<file path="src/ppm_pkg.sv">
// Summary of operation
// - Reset brings every pin up as GPIO
// - P1.4-6 sel+dir drive clock, compare 0, 1
// - P1.7 sel+dir drives compare 2
// - JTAG active overrides P1.4-7 fully
// - P2.0 aux clock; P2.2 capture0B or compare0
// - P2.1 timer clock input or subsystem clock
// - P2.3 capture1B input or compare 1 out
// - P2.4 sel+dir drives compare 2
// - Analog enable kills driver and input buffer
// - P2.5 resistor enable overrides; else sel+dir drives ground
// - P2.5 sel, dir 0: no function, undriven
package ppm_pkg;
  localparam logic [31:0] PPM_ADDR_P1_DIR = 32'h0000_0000;
  localparam logic [31:0] PPM_ADDR_P1_SEL = 32'h0000_0004;
  localparam logic [31:0] PPM_ADDR_P1_OUT = 32'h0000_0008;
  localparam logic [31:0] PPM_ADDR_P2_DIR = 32'h0000_000C;
  localparam logic [31:0] PPM_ADDR_P2_SEL = 32'h0000_0010;
  localparam logic [31:0] PPM_ADDR_P2_OUT = 32'h0000_0014;
  localparam logic [31:0] PPM_ADDR_ANALOG = 32'h0000_0018;
  localparam logic [31:0] PPM_ADDR_CTRL = 32'h0000_001C;
  localparam logic [31:0] PPM_ADDR_P1_IN = 32'h0000_0020;
  localparam logic [31:0] PPM_ADDR_P2_IN = 32'h0000_0024;
  localparam logic [7:0] PPM_RST_BYTE = 8'h00;
  localparam int PPM_CTRL_JTAG_BIT = 0;
  localparam int PPM_CTRL_ROSC_BIT = 1;
  localparam logic [1:0] PPM_RESP_OKAY = 2'h0;
  localparam logic [1:0] PPM_RESP_SLVERR = 2'h2;
endpackage

</file>
<file path="src/ppm_pin_logic.sv">
`timescale 1ns/1ps
// Combinational routing of the ten covered pins.
module ppm_pin_logic
  import ppm_pkg::*;
(
  input wire logic [7:4] p1_dir,
  input wire logic [7:4] p1_sel,
  input wire logic [7:4] p1_out,
  input wire logic [5:0] p2_dir,
  input wire logic [5:0] p2_sel,
  input wire logic [5:0] p2_out,
  input wire logic [4:0] analog_en,
  input wire logic jtag_active,
  input wire logic osc_res_en,
  input wire logic subsystem_clock_out,
  input wire logic aux_clock_out,
  input wire logic timer1_compare_out0,
  input wire logic timer1_compare_out1,
  input wire logic timer1_compare_out2,
  input wire logic jtag_tdo,
  input wire logic jtag_tdo_en,
  input wire logic [7:4] p1_pad_in,
  input wire logic [5:0] p2_pad_in,
  output logic [7:4] p1_pad_o,
  output logic [7:4] p1_pad_oe,
  output logic [5:0] p2_pad_o,
  output logic [5:0] p2_pad_oe,
  output logic [5:0] p2_ibuf_en,
  output logic timer1_capture_in0b,
  output logic timer1_capture_in1b,
  output logic timer1_ext_clock_in,
  output logic osc_resistor_connect
);
  logic [5:0] periph_o;

  always_comb begin
    // JTAG owns the direction of P1.4-7; only TDO drives.
    if (jtag_active) begin
      p1_pad_o = {jtag_tdo, 3'h0};
      p1_pad_oe = {jtag_tdo_en, 3'h0};
    end else begin
      for (int i = 4; i < 8; i++) begin
        p1_pad_o[i] = p1_out[i];
        p1_pad_oe[i] = p1_dir[i];
      end
      if (p1_sel[4]) p1_pad_o[4] = subsystem_clock_out;
      if (p1_sel[5]) p1_pad_o[5] = timer1_compare_out0;
      if (p1_sel[6]) p1_pad_o[6] = timer1_compare_out1;
      if (p1_sel[7]) p1_pad_o[7] = timer1_compare_out2;
    end
    periph_o = {1'b0, timer1_compare_out2, timer1_compare_out1,
                timer1_compare_out0, subsystem_clock_out,
                aux_clock_out};
    for (int i = 0; i < 6; i++) begin
      p2_pad_o[i] = p2_sel[i] ? periph_o[i] : p2_out[i];
      p2_pad_oe[i] = p2_dir[i];
      p2_ibuf_en[i] = 1'b1;
    end
    for (int i = 0; i < 5; i++) begin
      if (analog_en[i]) begin
        p2_pad_oe[i] = 1'b0;
        p2_ibuf_en[i] = 1'b0;
      end
    end
    // P2.5 with select and dir 0 has no function and stays undriven.
    if (p2_sel[5] && !p2_dir[5]) p2_pad_oe[5] = 1'b0;
    if (osc_res_en) begin
      p2_pad_oe[5] = 1'b0;
      p2_ibuf_en[5] = 1'b0;
    end
    timer1_ext_clock_in = p2_sel[1] && !p2_dir[1] && !analog_en[1]
                          && p2_pad_in[1];
    timer1_capture_in0b = p2_sel[2] && !p2_dir[2] && !analog_en[2]
                          && p2_pad_in[2];
    timer1_capture_in1b = p2_sel[3] && !p2_dir[3] && !analog_en[3]
                          && p2_pad_in[3];
    osc_resistor_connect = osc_res_en;
  end
endmodule

</file>
<file path="src/ppm_port_mux.sv">
`timescale 1ns/1ps
// Pin function mux with an AXI4-Lite register slave. Pad and peripheral
// outputs are registered, so routing lags a register write by one cycle.
module ppm_port_mux
  import ppm_pkg::*;
(
  input wire logic aclk,
  input wire logic aresetn,
  input wire logic [31:0] s_axi_awaddr,
  input wire logic s_axi_awvalid,
  output logic s_axi_awready,
  input wire logic [31:0] s_axi_wdata,
  input wire logic [3:0] s_axi_wstrb,
  input wire logic s_axi_wvalid,
  output logic s_axi_wready,
  output logic [1:0] s_axi_bresp,
  output logic s_axi_bvalid,
  input wire logic s_axi_bready,
  input wire logic [31:0] s_axi_araddr,
  input wire logic s_axi_arvalid,
  output logic s_axi_arready,
  output logic [31:0] s_axi_rdata,
  output logic [1:0] s_axi_rresp,
  output logic s_axi_rvalid,
  input wire logic s_axi_rready,
  input wire logic subsystem_clock_out,
  input wire logic aux_clock_out,
  input wire logic timer1_compare_out0,
  input wire logic timer1_compare_out1,
  input wire logic timer1_compare_out2,
  input wire logic jtag_tdo,
  input wire logic jtag_tdo_en,
  input wire logic [7:4] p1_pad_in,
  input wire logic [5:0] p2_pad_in,
  output logic [7:4] p1_pad_o,
  output logic [7:4] p1_pad_oe,
  output logic [5:0] p2_pad_o,
  output logic [5:0] p2_pad_oe,
  output logic [5:0] p2_ibuf_en,
  output logic timer1_capture_in0b,
  output logic timer1_capture_in1b,
  output logic timer1_ext_clock_in,
  output logic osc_resistor_connect,
  output logic [7:4] jtag_pins_in
);
  logic [7:0] p1_dir_q, p1_dir_d, p1_sel_q, p1_sel_d;
  logic [7:0] p1_out_q, p1_out_d, p2_dir_q, p2_dir_d;
  logic [7:0] p2_sel_q, p2_sel_d, p2_out_q, p2_out_d;
  logic [7:0] ana_q, ana_d, ctrl_q, ctrl_d;
  logic [31:0] awaddr_q, awaddr_d, wdata_q, wdata_d;
  logic [31:0] rdata_q, rdata_d;
  logic [3:0] wstrb_q, wstrb_d;
  logic aw_have_q, aw_have_d, w_have_q, w_have_d;
  logic bvalid_q, bvalid_d, rvalid_q, rvalid_d;
  logic [1:0] bresp_q, bresp_d, rresp_q, rresp_d;
  logic [7:4] p1o, p1oe, p1_pad_o_q, p1_pad_oe_q;
  logic [5:0] p2o, p2oe, p2ib, p2_pad_o_q, p2_pad_oe_q, p2_ibuf_q;
  logic ci0, ci1, eci, orc, ci0_q, ci1_q, eci_q, orc_q;
  logic [7:4] jtag_in_q, jtag_in_d;
  logic awready_q, awready_d, wready_q, wready_d, arready_q, arready_d;

  function automatic logic [7:0] merge(input logic [7:0] old,
                                       input logic [31:0] wd,
                                       input logic [3:0] st);
    merge = st[0] ? wd[7:0] : old;
  endfunction

  function automatic logic mapped(input logic [31:0] a);
    mapped = (a[31:6] == 26'h0) && (a[1:0] == 2'h0) &&
             (a[5:2] <= 4'h9);
  endfunction

  always_comb begin
    p1_dir_d = p1_dir_q;
    p1_sel_d = p1_sel_q;
    p1_out_d = p1_out_q;
    p2_dir_d = p2_dir_q;
    p2_sel_d = p2_sel_q;
    p2_out_d = p2_out_q;
    ana_d = ana_q;
    ctrl_d = ctrl_q;
    awaddr_d = awaddr_q;
    wdata_d = wdata_q;
    wstrb_d = wstrb_q;
    aw_have_d = aw_have_q;
    w_have_d = w_have_q;
    bvalid_d = bvalid_q;
    bresp_d = bresp_q;
    rvalid_d = rvalid_q;
    rresp_d = rresp_q;
    rdata_d = rdata_q;
    if (s_axi_awvalid && !aw_have_q) begin
      aw_have_d = 1'b1;
      awaddr_d = s_axi_awaddr;
    end
    if (s_axi_wvalid && !w_have_q) begin
      w_have_d = 1'b1;
      wdata_d = s_axi_wdata;
      wstrb_d = s_axi_wstrb;
    end
    if (aw_have_q && w_have_q && !bvalid_q) begin
      aw_have_d = 1'b0;
      w_have_d = 1'b0;
      bvalid_d = 1'b1;
      bresp_d = mapped(awaddr_q) ? PPM_RESP_OKAY : PPM_RESP_SLVERR;
      case (awaddr_q)
        PPM_ADDR_P1_DIR: p1_dir_d = merge(p1_dir_q, wdata_q, wstrb_q);
        PPM_ADDR_P1_SEL: p1_sel_d = merge(p1_sel_q, wdata_q, wstrb_q);
        PPM_ADDR_P1_OUT: p1_out_d = merge(p1_out_q, wdata_q, wstrb_q);
        PPM_ADDR_P2_DIR: p2_dir_d = merge(p2_dir_q, wdata_q, wstrb_q);
        PPM_ADDR_P2_SEL: p2_sel_d = merge(p2_sel_q, wdata_q, wstrb_q);
        PPM_ADDR_P2_OUT: p2_out_d = merge(p2_out_q, wdata_q, wstrb_q);
        PPM_ADDR_ANALOG: ana_d = merge(ana_q, wdata_q, wstrb_q);
        PPM_ADDR_CTRL: ctrl_d = merge(ctrl_q, wdata_q, wstrb_q) & 8'h03;
        default: ;
      endcase
    end
    if (bvalid_q && s_axi_bready) bvalid_d = 1'b0;
    if (rvalid_q && s_axi_rready) rvalid_d = 1'b0;
    if (s_axi_arvalid && !rvalid_q) begin
      rvalid_d = 1'b1;
      rresp_d = mapped(s_axi_araddr) ? PPM_RESP_OKAY : PPM_RESP_SLVERR;
      case (s_axi_araddr)
        PPM_ADDR_P1_DIR: rdata_d = {24'h0, p1_dir_q};
        PPM_ADDR_P1_SEL: rdata_d = {24'h0, p1_sel_q};
        PPM_ADDR_P1_OUT: rdata_d = {24'h0, p1_out_q};
        PPM_ADDR_P2_DIR: rdata_d = {24'h0, p2_dir_q};
        PPM_ADDR_P2_SEL: rdata_d = {24'h0, p2_sel_q};
        PPM_ADDR_P2_OUT: rdata_d = {24'h0, p2_out_q};
        PPM_ADDR_ANALOG: rdata_d = {24'h0, ana_q};
        PPM_ADDR_CTRL: rdata_d = {24'h0, ctrl_q};
        // Pin state reads zero where the input buffer is disabled.
        PPM_ADDR_P1_IN: rdata_d = {24'h0, p1_pad_in, 4'h0};
        PPM_ADDR_P2_IN: rdata_d = {26'h0, p2_pad_in & p2_ibuf_q};
        default: rdata_d = 32'h0000_0000;
      endcase
    end
    // Ready is registered from the next holding state, so that every bus
    // output leaves the block straight from a flop.
    awready_d = !aw_have_d;
    wready_d = !w_have_d;
    arready_d = !rvalid_d;
    // JTAG sees TCK, TMS, TDI and the pin 7 input only while active.
    jtag_in_d = ctrl_q[PPM_CTRL_JTAG_BIT] ? p1_pad_in : 4'h0;
  end

  ppm_pin_logic u_pins (
    .p1_dir(p1_dir_q[7:4]),
    .p1_sel(p1_sel_q[7:4]),
    .p1_out(p1_out_q[7:4]),
    .p2_dir(p2_dir_q[5:0]),
    .p2_sel(p2_sel_q[5:0]),
    .p2_out(p2_out_q[5:0]),
    .analog_en(ana_q[4:0]),
    .jtag_active(ctrl_q[PPM_CTRL_JTAG_BIT]),
    .osc_res_en(ctrl_q[PPM_CTRL_ROSC_BIT]),
    .subsystem_clock_out(subsystem_clock_out),
    .aux_clock_out(aux_clock_out),
    .timer1_compare_out0(timer1_compare_out0),
    .timer1_compare_out1(timer1_compare_out1),
    .timer1_compare_out2(timer1_compare_out2),
    .jtag_tdo(jtag_tdo),
    .jtag_tdo_en(jtag_tdo_en),
    .p1_pad_in(p1_pad_in),
    .p2_pad_in(p2_pad_in),
    .p1_pad_o(p1o),
    .p1_pad_oe(p1oe),
    .p2_pad_o(p2o),
    .p2_pad_oe(p2oe),
    .p2_ibuf_en(p2ib),
    .timer1_capture_in0b(ci0),
    .timer1_capture_in1b(ci1),
    .timer1_ext_clock_in(eci),
    .osc_resistor_connect(orc)
  );

  always_ff @(posedge aclk) begin
    if (!aresetn) begin
      p1_dir_q <= PPM_RST_BYTE;
      p1_sel_q <= PPM_RST_BYTE;
      p1_out_q <= PPM_RST_BYTE;
      p2_dir_q <= PPM_RST_BYTE;
      p2_sel_q <= PPM_RST_BYTE;
      p2_out_q <= PPM_RST_BYTE;
      ana_q <= PPM_RST_BYTE;
      ctrl_q <= PPM_RST_BYTE;
      awaddr_q <= 32'h0000_0000;
      wdata_q <= 32'h0000_0000;
      rdata_q <= 32'h0000_0000;
      wstrb_q <= 4'h0;
      aw_have_q <= 1'b0;
      w_have_q <= 1'b0;
      bvalid_q <= 1'b0;
      rvalid_q <= 1'b0;
      bresp_q <= 2'h0;
      rresp_q <= 2'h0;
      p1_pad_o_q <= 4'h0;
      p1_pad_oe_q <= 4'h0;
      p2_pad_o_q <= 6'h00;
      p2_pad_oe_q <= 6'h00;
      p2_ibuf_q <= 6'h3F;
      ci0_q <= 1'b0;
      ci1_q <= 1'b0;
      eci_q <= 1'b0;
      orc_q <= 1'b0;
      jtag_in_q <= 4'h0;
      awready_q <= 1'b1;
      wready_q <= 1'b1;
      arready_q <= 1'b1;
    end else begin
      p1_dir_q <= p1_dir_d;
      p1_sel_q <= p1_sel_d;
      p1_out_q <= p1_out_d;
      p2_dir_q <= p2_dir_d;
      p2_sel_q <= p2_sel_d;
      p2_out_q <= p2_out_d;
      ana_q <= ana_d;
      ctrl_q <= ctrl_d;
      awaddr_q <= awaddr_d;
      wdata_q <= wdata_d;
      rdata_q <= rdata_d;
      wstrb_q <= wstrb_d;
      aw_have_q <= aw_have_d;
      w_have_q <= w_have_d;
      bvalid_q <= bvalid_d;
      rvalid_q <= rvalid_d;
      bresp_q <= bresp_d;
      rresp_q <= rresp_d;
      p1_pad_o_q <= p1o;
      p1_pad_oe_q <= p1oe;
      p2_pad_o_q <= p2o;
      p2_pad_oe_q <= p2oe;
      p2_ibuf_q <= p2ib;
      ci0_q <= ci0;
      ci1_q <= ci1;
      eci_q <= eci;
      orc_q <= orc;
      jtag_in_q <= jtag_in_d;
      awready_q <= awready_d;
      wready_q <= wready_d;
      arready_q <= arready_d;
    end
  end

  assign s_axi_awready = awready_q;
  assign s_axi_wready = wready_q;
  assign s_axi_bvalid = bvalid_q;
  assign s_axi_bresp = bresp_q;
  assign s_axi_arready = arready_q;
  assign s_axi_rvalid = rvalid_q;
  assign s_axi_rresp = rresp_q;
  assign s_axi_rdata = rdata_q;
  assign p1_pad_o = p1_pad_o_q;
  assign p1_pad_oe = p1_pad_oe_q;
  assign p2_pad_o = p2_pad_o_q;
  assign p2_pad_oe = p2_pad_oe_q;
  assign p2_ibuf_en = p2_ibuf_q;
  assign timer1_capture_in0b = ci0_q;
  assign timer1_capture_in1b = ci1_q;
  assign timer1_ext_clock_in = eci_q;
  assign osc_resistor_connect = orc_q;
  assign jtag_pins_in = jtag_in_q;

  a_reset_gpio: assert property (@(posedge aclk)
    !aresetn |=> (p1_sel_q == 8'h00 && ctrl_q == 8'h00 && ana_q == 8'h00))
    else $error("registers not cleared by reset");
  a_jtag_no_drive: assert property (@(posedge aclk) disable iff (!aresetn)
    ctrl_q[0] |=> p1_pad_oe_q[6:4] == 3'h0)
    else $error("JTAG input pin driven");
  a_analog_off: assert property (@(posedge aclk) disable iff (!aresetn)
    ana_q[2] |=> !p2_pad_oe_q[2] && !p2_ibuf_q[2])
    else $error("analog pin driver still on");
  a_p1_clock_out: assert property (@(posedge aclk) disable iff (!aresetn)
    !ctrl_q[0] && p1_sel_q[4] && p1_dir_q[4] |=>
    p1_pad_oe_q[4] && p1_pad_o_q[4] == $past(subsystem_clock_out))
    else $error("P1.4 clock not routed");
  a_p1_cmp2: assert property (@(posedge aclk) disable iff (!aresetn)
    !ctrl_q[0] && p1_sel_q[7] && p1_dir_q[7] |=>
    p1_pad_o_q[7] == $past(timer1_compare_out2))
    else $error("P1.7 compare not routed");
  a_p2_cap0b: assert property (@(posedge aclk) disable iff (!aresetn)
    p2_sel_q[2] && !p2_dir_q[2] && !ana_q[2] |=>
    ci0_q == $past(p2_pad_in[2]))
    else $error("capture 0B not fed");
  a_p2_extclk: assert property (@(posedge aclk) disable iff (!aresetn)
    !(p2_sel_q[1] && !p2_dir_q[1]) |=> !eci_q)
    else $error("timer clock fed while not selected");
  a_p2_cap1b: assert property (@(posedge aclk) disable iff (!aresetn)
    p2_sel_q[3] && !p2_dir_q[3] && !ana_q[3] |=>
    ci1_q == $past(p2_pad_in[3]))
    else $error("capture 1B not fed");
  a_p2_cmp2: assert property (@(posedge aclk) disable iff (!aresetn)
    p2_sel_q[4] && p2_dir_q[4] && !ana_q[4] |=>
    p2_pad_oe_q[4] && p2_pad_o_q[4] == $past(timer1_compare_out2))
    else $error("P2.4 compare not routed");
  a_rosc_float: assert property (@(posedge aclk) disable iff (!aresetn)
    ctrl_q[1] |=> orc_q && !p2_pad_oe_q[5])
    else $error("resistor pin still driven");
  a_p25_none: assert property (@(posedge aclk) disable iff (!aresetn)
    p2_sel_q[5] && !p2_dir_q[5] |=> !p2_pad_oe_q[5])
    else $error("P2.5 drives with no function");
  a_gpio_out: assert property (@(posedge aclk) disable iff (!aresetn)
    !p2_sel_q[0] && p2_dir_q[0] && !ana_q[0] |=>
    p2_pad_oe_q[0] && p2_pad_o_q[0] == $past(p2_out_q[0]))
    else $error("GPIO output not driven");
  a_jtag_tdo: assert property (@(posedge aclk) disable iff (!aresetn)
    ctrl_q[0] |=> p1_pad_oe_q[7] == $past(jtag_tdo_en) &&
    p1_pad_o_q[7] == $past(jtag_tdo))
    else $error("JTAG data out not routed");
  a_analog_in: assert property (@(posedge aclk) disable iff (!aresetn)
    ana_q[2] |=> !ci0_q)
    else $error("analog pin still feeds capture");
endmodule

</file>
<file path="config.mk">
export PLATFORM = sky130hd
export DESIGN_NAME = ppm_port_mux
export DESIGN_NICKNAME = d
export VERILOG_FILES = /design/src/ppm_pkg.sv /design/src/ppm_pin_logic.sv /design/src/ppm_port_mux.sv
export SDC_FILE = /design/constraint.sdc
export NUM_CORES = 1
export LEC_CHECK = 0
export ABC_AREA = 1
export BUFFER_PORTS_ARGS = -buffer_cell sky130_fd_sc_hd__buf_2
export CAP_MARGIN = 20
export CORE_ASPECT_RATIO = 0.6
export CORE_UTILIZATION = 55
export CTS_CLUSTER_DIAMETER = 30
export DETAILED_ROUTE_END_ITERATION = 10
export PLACE_DENSITY = 0.88
export RECOVER_POWER = 100
export REMOVE_ABC_BUFFERS = 1
export SYNTH_ARGS = -nofsm -noshare
export SYNTH_HDL_FRONTEND = slang
export SYNTH_SLANG_ARGS = --single-unit
</file>
<file path="constraint.sdc">
create_clock -name aclk -period 3.1 [get_ports aclk]
set_input_delay 0 -clock aclk [delete_from_list [all_inputs] [get_ports aclk]]
set_output_delay 0 -clock aclk [all_outputs]
set_load 0.01 [all_outputs]
</file>
==> results.md, run 1 <==
| Quantity | This run |
|---|---|
| Share of cells above drive strength 1 | 0.129 |
| Clock slew seen by the registers of the worst setup and hold paths | 0.06 ns |
| TritonCTS clock tree | done |
| Quantity of I/O buffers inserted on ports | 145 |
| Antenna violations before repair | 0 |
| Int Power | 3.51 mW |
| Area share of the largest cell type after synthesis | 0.458 |
| Worst-Skew Late Latency | 0.43 ns |
| Placement Cell Area | 0.00730 mm^2 |
| CP Class | reg2reg |
| Top cells by area in the synthesized netlist | sky130_fd_sc_hd__dfxtp_1 (46%), sky130_fd_sc_hd__nor2_1 (11%), sky130_fd_sc_hd__nand2_1 (8.0%) |
| Final routed wire length divided by cell count | 16.1 um |
| Most used flip-flop cell after synthesis | sky130_fd_sc_hd__dfxtp_1 |
| Cell taking the most area after synthesis | sky130_fd_sc_hd__dfxtp_1 |
| Switching power | 1.09 mW |
| DPL Wire Length | 11900 um |
| Clock power frac | 0.476 |
| Number of max-cap violations | 1 |
| Post-route cell area | 0.00841 mm^2 |
| Total core area | 0.0114 mm^2 |
| Final count of pins violating max slew | 42 |
| Area growth syn-to-layout | 28.4% |
| Remaining global-route overflow | 0 |
| Via count normalized by instance count | 5.49 |
| Ports placed on the boundary | 199 |
| Largest buffer count on any clock path | 2 |
| Peak VDD IR | 0.000476 V |
| Power Total | 4.60 mW |
| GR Util met3 | 0.108 |
| RSZ-0062 raised after global routing | no |
| Class of the tightest hold or removal check | in2reg |
| Met1 layer usage reported by global route | 0.406 |
| Average cell area after synthesis | 7.08 um^2 |
| Post-route clock period utilization | 0.849 |
| Total routed wirelength | 20800 um |
| Length of the first detailed-routing pass in iterations | 6 |
| Proportion of total power due to net switching | 0.238 |
| Number of failing setup endpoints in the final timing report | 0 |
| Routed via count | 7110 |
| Top cells by count, synth | sky130_fd_sc_hd__nor2_1 (188), sky130_fd_sc_hd__dfxtp_1 (150), sky130_fd_sc_hd__nand2_1 (140) |
| Unique cell type count in the Yosys netlist | 30 |
| Post-Syn Area | 0.00655 mm^2 |
| Via count of the first global-routing pass | 6745 |
| Maximum number of pins on one net before global-route repair | 59 |
| Failing checks | capacitance limit, slew limit |
| Remaining design rule violation count | 0 |
| Portion of total power attributed to sequential cells | 0.439 |
| Post-synthesis async set-or-reset flop share | 0 |
| Arrival time reported for the critical path endpoint | 2.91 ns |
| Final hold vios | 0 |
| Critical path peak fanout | 15 |
| Outcome | complete, but fails checks |
| Filler Cells Inserted | 888 |
| Static Leakage | 3.64 nW |
| Yosys Warn Count | 0 |
| Die area | 0.0124 mm^2 |
| Number of CTS-inserted buffers | 17 |
| Die boundary height | 86.5 um |
| Number of sinks driven by the clock tree | 150 |
| Overall global routing resource usage | 0.343 |
| Power density cells | 547 mW/mm^2 |
| Final WS setup | 0.468 ns |
| Initial core utilization | 0.572 |
| Antenna fix cells | 0 |
| Number of synthesized flops with an enable pin | 0 |
| Most numerous cell in the Yosys netlist | sky130_fd_sc_hd__nor2_1 |
| Synthesized instance count | 926 |
| Drt first-iter violations | 873 |
| Number of antenna-violating nets in the routed design | 0 |
| Wire length of the first global-routing pass | 32300 um |
| Yosys reg bits | 150 |
| Gpl congestion | 0.863 |
| Post-CTS Resized | 0 |
| Pre-CTS WS | 0.982 ns |
| Required time of the critical path | 3.38 ns |
| Final Skew | 0.00609 ns |
| Worst Setup Start Kind | flip-flop |
| # nets final | 1247 |
| Combinational fraction of design power | 0.085 |
| Tmin final | 2.63 ns |
| Clock root buffer master | sky130_fd_sc_hd__clkbuf_16 |
| Max Fclk | 0.380 GHz |
| Number of rows created at floorplan | 30 |
| Worst-Margin Slew | 1.73 ns |
| Width of the die | 143 um |
| Tightest slew margin relative to the limit | -0.156 |
| Element type at the critical path end | flip-flop |
| Met2 demand-to-capacity share in global routing | 0.565 |
| Number of H-tree levels | 4 |
| Most crowded layer after global routing | met2 |
| Seq/Total Area, Yosys | 0.458 |
[logic make-up (layout without fill, tap and decap cells)]
logic type | count (synthesis) | after routing | share of synthesized area
and+or+nand+nor | 447 | 447 | 0.292
buffers and inverters | 149 | 334 | 0.108
AOI/OAI and AO/OA | 179 | 179 | 0.141
other | 1 | 26 | 0.000572
DFF | 150 | 150 | 0.458
[area by class of cell]
cell class	instances	area, um^2	share of cell area
clock inverters	12	178	0.0211
well taps	160	200	0.0238
repair buffers	221	1370	0.162
clock buffers	20	447	0.0531
flip-flops and latches	150	3000	0.357
multi-input cells	652	2910	0.346
inverters	81	304	0.0361
[per-stage QoR]
stage	setup TNS (ns)	cells	hold WS, ns	utilization
finish	0	1296	0.0160	0.735
global route	0	1296	0.0496	0.735
CTS	0	1296	0.0195	0.746
detailed placement	0	1202	0.188	0.637
global placement	0	1202	0.184	0.637
floorplan	-1.73	883	0.0691	-
[worst max-delay path, stage by stage (launching register included)]
cell                       delay [ns]
sky130_fd_sc_hd__dfxtp_1         0.31
sky130_fd_sc_hd__nor2_1          0.10
sky130_fd_sc_hd__nand3_1         0.07
sky130_fd_sc_hd__nor2_1          0.15
sky130_fd_sc_hd__nand3_1         0.35
sky130_fd_sc_hd__nor3_4          0.47
sky130_fd_sc_hd__clkbuf_1        0.22
sky130_fd_sc_hd__nand2_1         0.39
sky130_fd_sc_hd__o21ai_0         0.34
sky130_fd_sc_hd__a21oi_1         0.09
[routing by layer]
| layer | wire, um | vias to the layer above |
|---|---|---|
| met4 | 875 | 0 |
| met2 | 9230 | 493 |
| met1 | 8180 | 3189 |
| met5 | 0 | - |
| li1 | - | 3326 |
| met3 | 2560 | 102 |
[flip-flops by register name, summed over array words and instances, names as in the netlist, 2 cells and up]
register,count
p2_out_q,8
ctrl_q,2
p2_ibuf_en,6
p2_sel_q,8
jtag_pins_in,4
p1_out_q,8
awaddr_q,32
s_axi_rdata,8
p2_pad_oe,6
wdata_q,8
p2_pad_o,6
p1_pad_oe,4
p1_pad_o,4
ana_q,8
p1_sel_q,8
p1_dir_q,8
p2_dir_q,8
[power by group through the flow]
stage | logic (mW) | clock network, mW | registers [mW]
after floorplan | 0.173 | 0 | 2.05
after global placement | 0.310 | 0 | 2.06
after detailed placement | 0.317 | 0 | 2.06
after CTS | 0.380 | 2.18 | 2.02
after global routing | 0.434 | 2.28 | 2.02
final | 0.394 | 2.19 | 2.02
[layout by cell type, fill, tap and decap left out]
master | synthesis | final
sky130_fd_sc_hd__a211oi_1 | 1 | 1
sky130_fd_sc_hd__a21oi_1 | 85 | 85
sky130_fd_sc_hd__a21oi_2 | 3 | 3
sky130_fd_sc_hd__a31oi_1 | 1 | 1
sky130_fd_sc_hd__buf_2 | 12 | 93
sky130_fd_sc_hd__buf_4 | 26 | 8
sky130_fd_sc_hd__bufinv_16 | 0 | 4
sky130_fd_sc_hd__clkbuf_1 | 23 | 58
sky130_fd_sc_hd__clkbuf_16 | 0 | 17
sky130_fd_sc_hd__clkbuf_2 | 0 | 2
sky130_fd_sc_hd__clkbuf_8 | 0 | 1
sky130_fd_sc_hd__clkinv_1 | 2 | 2
sky130_fd_sc_hd__clkinv_2 | 0 | 3
sky130_fd_sc_hd__clkinv_4 | 0 | 4
sky130_fd_sc_hd__clkinvlp_4 | 0 | 1
sky130_fd_sc_hd__conb_1 | 1 | 26
sky130_fd_sc_hd__dfxtp_1 | 150 | 150
sky130_fd_sc_hd__dlygate4sd3_1 | 0 | 62
sky130_fd_sc_hd__inv_1 | 78 | 79
sky130_fd_sc_hd__nand2_1 | 140 | 142
sky130_fd_sc_hd__nand2_2 | 1 | 1
sky130_fd_sc_hd__nand3_1 | 99 | 99
sky130_fd_sc_hd__nor2_1 | 188 | 188
sky130_fd_sc_hd__nor3_1 | 5 | 7
sky130_fd_sc_hd__nor3_4 | 2 | 1
sky130_fd_sc_hd__nor4_1 | 2 | 3
sky130_fd_sc_hd__nor4_4 | 1 | 3
sky130_fd_sc_hd__o21ai_0 | 78 | 84
sky130_fd_sc_hd__o21ai_1 | 7 | 1
sky130_fd_sc_hd__o21ai_2 | 3 | 3
sky130_fd_sc_hd__o22ai_1 | 1 | 1
sky130_fd_sc_hd__or2_2 | 3 | 3
[path summary, 6_finish.rpt]
kind	startpoint	end	slack [ns]	cells past startpoint
worst min-delay path	s_axi_araddr[13]	s_axi_rresp[1]	0.02	5
worst max register to register	awaddr_q[24]	p1_sel_q[4]	0.47	9
worst max-delay path	awaddr_q[24]	p1_sel_q[4]	0.47	9
worst min register to register	ana_q[3]	p2_ibuf_en[3]	0.42	1
[what timing repair did]
item | CTS | global route
endpoints found under the hold margin | 65 | 0
setup buffers | 0 | 0
hold buffers | 62 | 0
No activity file was read; power rests on OpenSTA's default activity.
==> run 2: changes to the inputs <==
--- a/config.mk
+++ b/config.mk
@@ -9,10 +9,10 @@
 export BUFFER_PORTS_ARGS = -buffer_cell sky130_fd_sc_hd__buf_2
 export CAP_MARGIN = 20
 export CORE_ASPECT_RATIO = 0.6
-export CORE_UTILIZATION = 55
+export CORE_UTILIZATION = 52
 export CTS_CLUSTER_DIAMETER = 30
 export DETAILED_ROUTE_END_ITERATION = 10
-export PLACE_DENSITY = 0.88
+export PLACE_DENSITY = 0.84
 export RECOVER_POWER = 100
 export REMOVE_ABC_BUFFERS = 1
 export SYNTH_ARGS = -nofsm -noshare
==> constraint.sdc (replaced) <==
create_clock -name aclk -period 2.6 [get_ports aclk]
set_input_delay 0 -clock aclk [delete_from_list [all_inputs] [get_ports aclk]]
set_output_delay 0 -clock aclk [all_outputs]
set_load 0.01 [all_outputs]
==> run 2 against run 1 <==
Net effect: the flow now finishes without violations; critical path depth is 2 lower; count of clock-buffer cells in the layout is 1 higher; flip-flop and latch count stayed put; setup slack worse by 0.20 ns; core utilization is 4.0 points lower; largest cell class unchanged.
==> results.md, run 2 (same netlist as run 1, synthesis figures left out) <==
| Quantity | This run | Delta |
|---|---|---|
| Outcome | finished clean |  |
| Worst min-delay path endpoint | s_axi_rresp[1] |  |
| Overall global routing resource usage | 0.300 | -0.0429 |
| Peak VDD IR | 0.000439 V | -7.7% |
| Number of max-cap violations | 0 | -1 |
| Top Family by Delay on Critical Path | simple AND/OR/NAND/NOR gates |  |
| Internal reg-to-reg setup slack | 0.27 ns | -0.20 ns |
| Final routed wire length divided by cell count | 14.7 um | -8.6% |
| Remaining design rule violation count | 0 | unchanged |
| Element type at the critical path end | flip-flop |  |
| Library cell contributing the largest single delay on the critical path | sky130_fd_sc_hd__nor4_4 |  |
| Number of cells on the worst reg-to-reg path | 7 | -2 |
| Flip-flop count of the largest register, all copies and words added | 32 | unchanged |
| Clock power frac | 0.471 | -0.005 |
| Number of rows created at floorplan | 31 | +3.3% |
| Max incr delay on CP | 0.49 ns | +0.02 ns |
| Drt first-iter violations | 622 | -29% |
| Number of CTS-inserted buffers | 17 | unchanged |
| Combinational fraction of design power | 0.084 | about the same |
| RSZ-0062 raised after global routing | no |  |
| Final hold vios | 0 | unchanged |
| Instance count along the most critical hold path | 5 | unchanged |
| Area growth syn-to-layout | 29.2% |  |
| Worst-Skew Late Latency | 0.42 ns | about the same |
| Most common cell after layout, fill and taps aside | sky130_fd_sc_hd__nor2_1 |  |
| Final Skew | 0.00729 ns | +0.00120 ns |
| Hold_sp | s_axi_araddr[12] |  |
| Ports placed on the boundary | 199 | unchanged |
| Antenna fix cells | 0 | unchanged |
| Clock root buffer master | sky130_fd_sc_hd__clkbuf_16 |  |
| Gpl congestion | 0.873 | +1.2% |
| Total routed wirelength | 19200 um | -8.0% |
| Maximum number of pins on one net before global-route repair | 84 | +42% |
| Number of H-tree levels | 4 | unchanged |
| Number of failing setup endpoints in the final timing report | 0 | unchanged |
| Arrival time reported for the critical path endpoint | 2.63 ns | -0.28 ns |
| Initial core utilization | 0.538 | -0.0343 |
| TritonCTS clock tree | done |  |
| Power Total | 5.41 mW | +17% |
| Worst-Margin Slew | 1.48 ns | -0.249 ns |
| Top library cells by usage in the layout, fill and taps aside | sky130_fd_sc_hd__nor2_1 (188), sky130_fd_sc_hd__dfxtp_1 (150), sky130_fd_sc_hd__nand2_1 (141) |  |
| Share of cells above drive strength 1 | 0.137 | +0.00744 |
| Setup TNS Final | 0 ns | unchanged |
| Max Fclk | 0.428 GHz | +13% |
| Critical register-to-register path startpoint | w_have_q |  |
| Static Leakage | 3.70 nW | +1.4% |
| Wire length of the first global-routing pass | 30400 um | -5.9% |
| Int Power | 4.17 mW | +19% |
| Largest buffer count on any clock path | 2 | unchanged |
| Routed via count | 6794 | -4.4% |
| Cells along the critical path | inv_1 > nor3_1 > nand2_1 > nor4_4 > nand2_4 > o21ai_0 > a21oi_2 |  |
| Required time of the critical path | 2.90 ns | -0.48 ns |
| Post-route clock period utilization | 0.898 | +0.0489 |
| Via count of the first global-routing pass | 6172 | -8.5% |
| Antenna violations before repair | 0 | unchanged |
| Width of the die | 147 um | +2.8% |
| Remaining global-route overflow | 0 | unchanged |
| Length of the first detailed-routing pass in iterations | 6 | unchanged |
| Switching power | 1.24 mW | +13% |
| Die boundary height | 89.0 um | +2.8% |
| Tightest slew margin relative to the limit | 0.0101 | +0.166 |
| Number of sinks driven by the clock tree | 150 | unchanged |
| Via count normalized by instance count | 5.21 | -5.1% |
| CP Class | reg2reg |  |
| Crit path buffers/inverters | 1 | unchanged |
| Portion of total power attributed to sequential cells | 0.445 | +0.006 |
| Worst Setup Start Kind | flip-flop |  |
| Clock slew seen by the registers of the worst setup and hold paths | 0.06 ns | about the same |
| Tmin final | 2.33 ns | -0.297 ns |
| # nets final | 1253 | +0.48% |
| Total core area | 0.0122 mm^2 | +6.4% |
| DPL Wire Length | 12100 um | +1.4% |
| Proportion of total power due to net switching | 0.229 | -0.00904 |
| Die area | 0.0131 mm^2 | +5.7% |
| Largest Register | awaddr_q |  |
| Number of antenna-violating nets in the routed design | 0 | unchanged |
| Final count of pins violating max slew | 0 | -100% |
| Quantity of I/O buffers inserted on ports | 145 | unchanged |
| Class of the tightest hold or removal check | in2reg |  |
| Critical path peak fanout | 14 | -1 |
| R2r endpoint | p2_dir_q[5] |  |
| Power density cells | 639 mW/mm^2 | +17% |
| Layout Utilization | 0.695 | -0.0399 |
==> run 2: timing repair <==
item | 4_1_cts | 5_1_grt
hold endpoints to repair | 65 | 0
buffers inserted | 0 | 0
hold buffers | 60 | 0
resized for setup | 0 | 0
==> run 2: worst max-delay path by stage <==
stage                  from  slack (ns)           to  cells past startpoint
4_1_cts        awaddr_q[10]        0.55  p2_out_q[5]                      8
6_report           w_have_q        0.27  p2_dir_q[5]                      7
2_1_floorplan  s_axi_bvalid       -0.74  p2_out_q[5]                      6
3_3_place_gp   awaddr_q[10]        0.65  p2_out_q[5]                      8
3_5_place_dp   awaddr_q[10]        0.57  p2_out_q[5]                      8
5_1_grt            w_have_q        0.14  p1_dir_q[1]                      8
==> run 2: power by group through the flow <==
stage	sequential, mW	combinational [mW]	clock, mW
final	2.41	0.456	2.54
after floorplan	2.45	0.206	0
after global routing	2.41	0.512	2.66
after detailed placement	2.45	0.380	0
after CTS	2.40	0.450	2.57
after global placement	2.45	0.372	0
==> run 2: area by class of cell <==
class | count | area (um^2)
tap | 165 | 206
sequential | 150 | 3000
clock inverter | 9 | 153
inverter | 81 | 304
timing repair buffer | 227 | 1400
fill | 1011 | 3720
multi-input combinational | 652 | 2940
clock buffer | 21 | 450
==> run 2: per-layer routing <==
metal / share of wire / GRT usage / vias to the layer above
met2: 0.44 / 0.488 / 378
met5: 0 / 0 / -
met3: 0.11 / 0.0714 / 48
met4: 0.024 / 0.126 / 0
li1: - / - / 3344
met1: 0.43 / 0.390 / 3024
==> run 2: per-stage QoR <==
stage          area, um^2  setup WS, ns  hold WS [ns]  instances
2_1_floorplan        6240        -0.736        0.0691        883
3_5_place_dp         7360         0.568         0.188       1215
6_report             8460         0.265        0.0281       1305
4_1_cts              8570         0.550        0.0302       1305
3_3_place_gp         7360         0.649         0.185       1215
5_1_grt              8460         0.138        0.0620       1305
==> run 2: worst register-to-register path: cells and delay by family, from the launching register on <==
family,cells,cell delay [ns]
compound gates,2,0.42
simple gates,4,1.42
buf+inv,1,0.06
flops,1,0.32
==> run 3: changes to the inputs <==
--- a/config.mk
+++ b/config.mk
@@ -6,13 +6,14 @@
 export NUM_CORES = 1
 export LEC_CHECK = 0
 export ABC_AREA = 1
-export BUFFER_PORTS_ARGS = -buffer_cell sky130_fd_sc_hd__buf_2
 export CAP_MARGIN = 20
 export CORE_ASPECT_RATIO = 0.6
-export CORE_UTILIZATION = 52
+export CORE_MARGIN = 2
+export CORE_UTILIZATION = 62
 export CTS_CLUSTER_DIAMETER = 30
 export DETAILED_ROUTE_END_ITERATION = 10
-export PLACE_DENSITY = 0.84
+export DONT_BUFFER_PORTS = 1
+export PLACE_DENSITY = 0.81
 export RECOVER_POWER = 100
 export REMOVE_ABC_BUFFERS = 1
 export SYNTH_ARGS = -nofsm -noshare
==> run 3 against run 2 <==
Net effect: clock skew rose by 0.0025 ns; non-clock buffer count fell by 141; design area fell by 7.1%; cell count fell by 12%; sequential power barely moved; die area fell by 13%; register-to-register slack got worse by 0.08 ns; highest routed layer unchanged.
==> results.md, run 3 (same netlist as run 1, synthesis figures left out) <==
| Quantity | This run | Delta |
|---|---|---|
| Arrival time reported for the critical path endpoint | 2.72 ns | +0.09 ns |
| Largest buffer count on any clock path | 2 | unchanged |
| Count of buffers added by post-CTS timing repair for setup | 0 | unchanged |
| Routed via count | 6353 | -6.5% |
| Static Leakage | 3.30 nW | -11% |
| Final routed wire length divided by cell count | 16.3 um | +11% |
| Tmin final | 2.42 ns | +0.0804 ns |
| Worst Setup Start Kind | flip-flop |  |
| Number of cells on the worst reg-to-reg path | 7 | unchanged |
| Top library cells by usage in the layout, fill and taps aside | sky130_fd_sc_hd__nor2_1 (188), sky130_fd_sc_hd__dfxtp_1 (150), sky130_fd_sc_hd__nand2_1 (141) |  |
| Via count of the first global-routing pass | 6028 | -2.3% |
| Gpl congestion | 0.883 | +1.2% |
| Number of H-tree levels | 4 | unchanged |
| Overall global routing resource usage | 0.339 | +0.0387 |
| Remaining global-route overflow | 0 | unchanged |
| TritonCTS clock tree | done |  |
| Total routed wirelength | 18600 um | -2.9% |
| Drt first-iter violations | 720 | +16% |
| Clock root buffer master | sky130_fd_sc_hd__clkbuf_16 |  |
| Worst-Margin Slew | 1.06 ns | -0.425 ns |
| Critical path peak fanout | 27 | +13 |
| Internal reg-to-reg setup slack | 0.18 ns | -0.08 ns |
| Element type at the critical path end | flip-flop |  |
| Initial core utilization | 0.629 | +0.0912 |
| Wire length of the first global-routing pass | 29800 um | -1.8% |
| Antenna violations before repair | 2 | +2 |
| DPL Wire Length | 11400 um | -5.1% |
| Post-route clock period utilization | 0.929 | +0.0309 |
| Number of rows created at floorplan | 29 | -6.5% |
| # nets final | 1112 | -11% |
| Length of the first detailed-routing pass in iterations | 8 | +2 |
| Number of max-cap violations | 0 | unchanged |
| Die area | 0.0114 mm^2 | -13% |
| Hold_sp | s_axi_arvalid |  |
| Post-route cell area | 0.00786 mm^2 | -7.1% |
| RSZ-0062 raised after global routing | no |  |
| Maximum number of pins on one net before global-route repair | 120 | +43% |
| Max Fclk | 0.414 GHz | -3.3% |
| Tightest slew margin relative to the limit | 0.293 | +0.283 |
| Outcome | finished clean |  |
| Remaining design rule violation count | 0 | unchanged |
| Peak VDD IR | 0.000454 V | +3.4% |
| Number of CTS-inserted buffers | 17 | unchanged |
| CP Class | reg2reg |  |
| Final count of pins violating max slew | 0 | unchanged |
| R2r endpoint | ana_q[1] |  |
| Clock slew seen by the registers of the worst setup and hold paths | 0.06 ns | about the same |
| Most common cell after layout, fill and taps aside | sky130_fd_sc_hd__nor2_1 |  |
| Total core area | 0.0104 mm^2 | -14% |
| Final Skew | 0.00983 ns | +0.00253 ns |
| Area growth syn-to-layout | 20.0% |  |
| Final-layout worst hold slack | 0.0124 ns | -0.0157 ns |
| Number of sinks driven by the clock tree | 150 | unchanged |
| Pre-CTS WS | 0.669 ns | +0.101 ns |
| Quantity of I/O buffers inserted on ports | 0 | -100% |
| Power density cells | 703 mW/mm^2 | +10% |
| Placement Cell Area | 0.00659 mm^2 | -10% |
| Class of the tightest hold or removal check | in2reg |  |
| Final WS setup | 0.185 ns | -0.0804 ns |
| Number of antenna-violating nets in the routed design | 0 | unchanged |
| Required time of the critical path | 2.91 ns | about the same |
| Flip-flop count of the largest register, all copies and words added | 32 | unchanged |
| Die boundary height | 83.6 um | -6.0% |
| Width of the die | 137 um | -6.9% |
| Share of cells above drive strength 1 | 0.0639 | -0.0729 |
| Layout Utilization | 0.755 | +0.0599 |
| Ports placed on the boundary | 199 | unchanged |
| Via count normalized by instance count | 5.56 | +6.9% |
| Number of failing setup endpoints in the final timing report | 0 | unchanged |
| Worst min-delay path endpoint | s_axi_rdata[0] |  |
| Critical register-to-register path startpoint | s_axi_bvalid |  |
| Worst-Skew Late Latency | 0.42 ns | about the same |
| Largest Register | awaddr_q |  |
| Final hold vios | 0 | unchanged |
| Instance count along the most critical hold path | 3 | -2 |
## run 3: timing repair
action | CTS | global route
hold buffers | 66 | 0
hold endpoints to repair | 143 | 0
resized for setup | 0 | 0
## run 3: where the power goes
part           total [mW]  switching, mW  internal, mW
registers            2.41         0.0466          2.36
logic               0.374          0.231         0.143
clock network        2.74          0.998          1.74
## run 3: worst max path at each step
stage / slack [ns] / from / to
finish: 0.18 / s_axi_bvalid / ana_q[1]
global route: 0.02 / s_axi_araddr[12] / s_axi_rdata[7]
CTS: 0.26 / s_axi_araddr[12] / s_axi_rresp[1]
detailed placement: 0.67 / awaddr_q[24] / p1_dir_q[4]
global placement: 0.70 / awaddr_q[24] / p1_dir_q[4]
floorplan: -0.74 / s_axi_bvalid / p2_out_q[5]
## run 3: per-layer routing
layer / vias to the layer above / global-route usage / wire length, um
li1: 3075 / - / -
met1: 2876 / 0.449 / 7710
met2: 354 / 0.511 / 8340
met3: 48 / 0.120 / 2120
met4: 0 / 0.121 / 435
met5: - / 0 / 0
## run 3: final cells by class
type | instances | area [um^2]
well taps | 139 | 174
fillers | 803 | 2550
clock buffers | 18 | 439
multi-input cells | 652 | 2910
flip-flops and latches | 150 | 3000
clock inverters | 14 | 221
diodes | 2 | 5.00
inverters | 81 | 304
repair buffers | 86 | 800
## run 3: critical path, stage by stage (launching register included)
cell	delay, ns
sky130_fd_sc_hd__dfxtp_1	0.36
sky130_fd_sc_hd__nor3_1	0.48
sky130_fd_sc_hd__nand2_2	0.16
sky130_fd_sc_hd__nor4_2	0.36
sky130_fd_sc_hd__clkbuf_2	0.59
sky130_fd_sc_hd__nand3_1	0.17
sky130_fd_sc_hd__nand2_1	0.12
sky130_fd_sc_hd__nor2_1	0.05
## run 3: through the flow
step                      TNS [ns]  total power, mW  cells
after floorplan             -10.39             2.65    883
after global placement           0             2.71   1042
after detailed placement         0             2.72   1042
after CTS                        0             5.54   1140
after global routing             0             5.71   1142
final                            0             5.52   1142
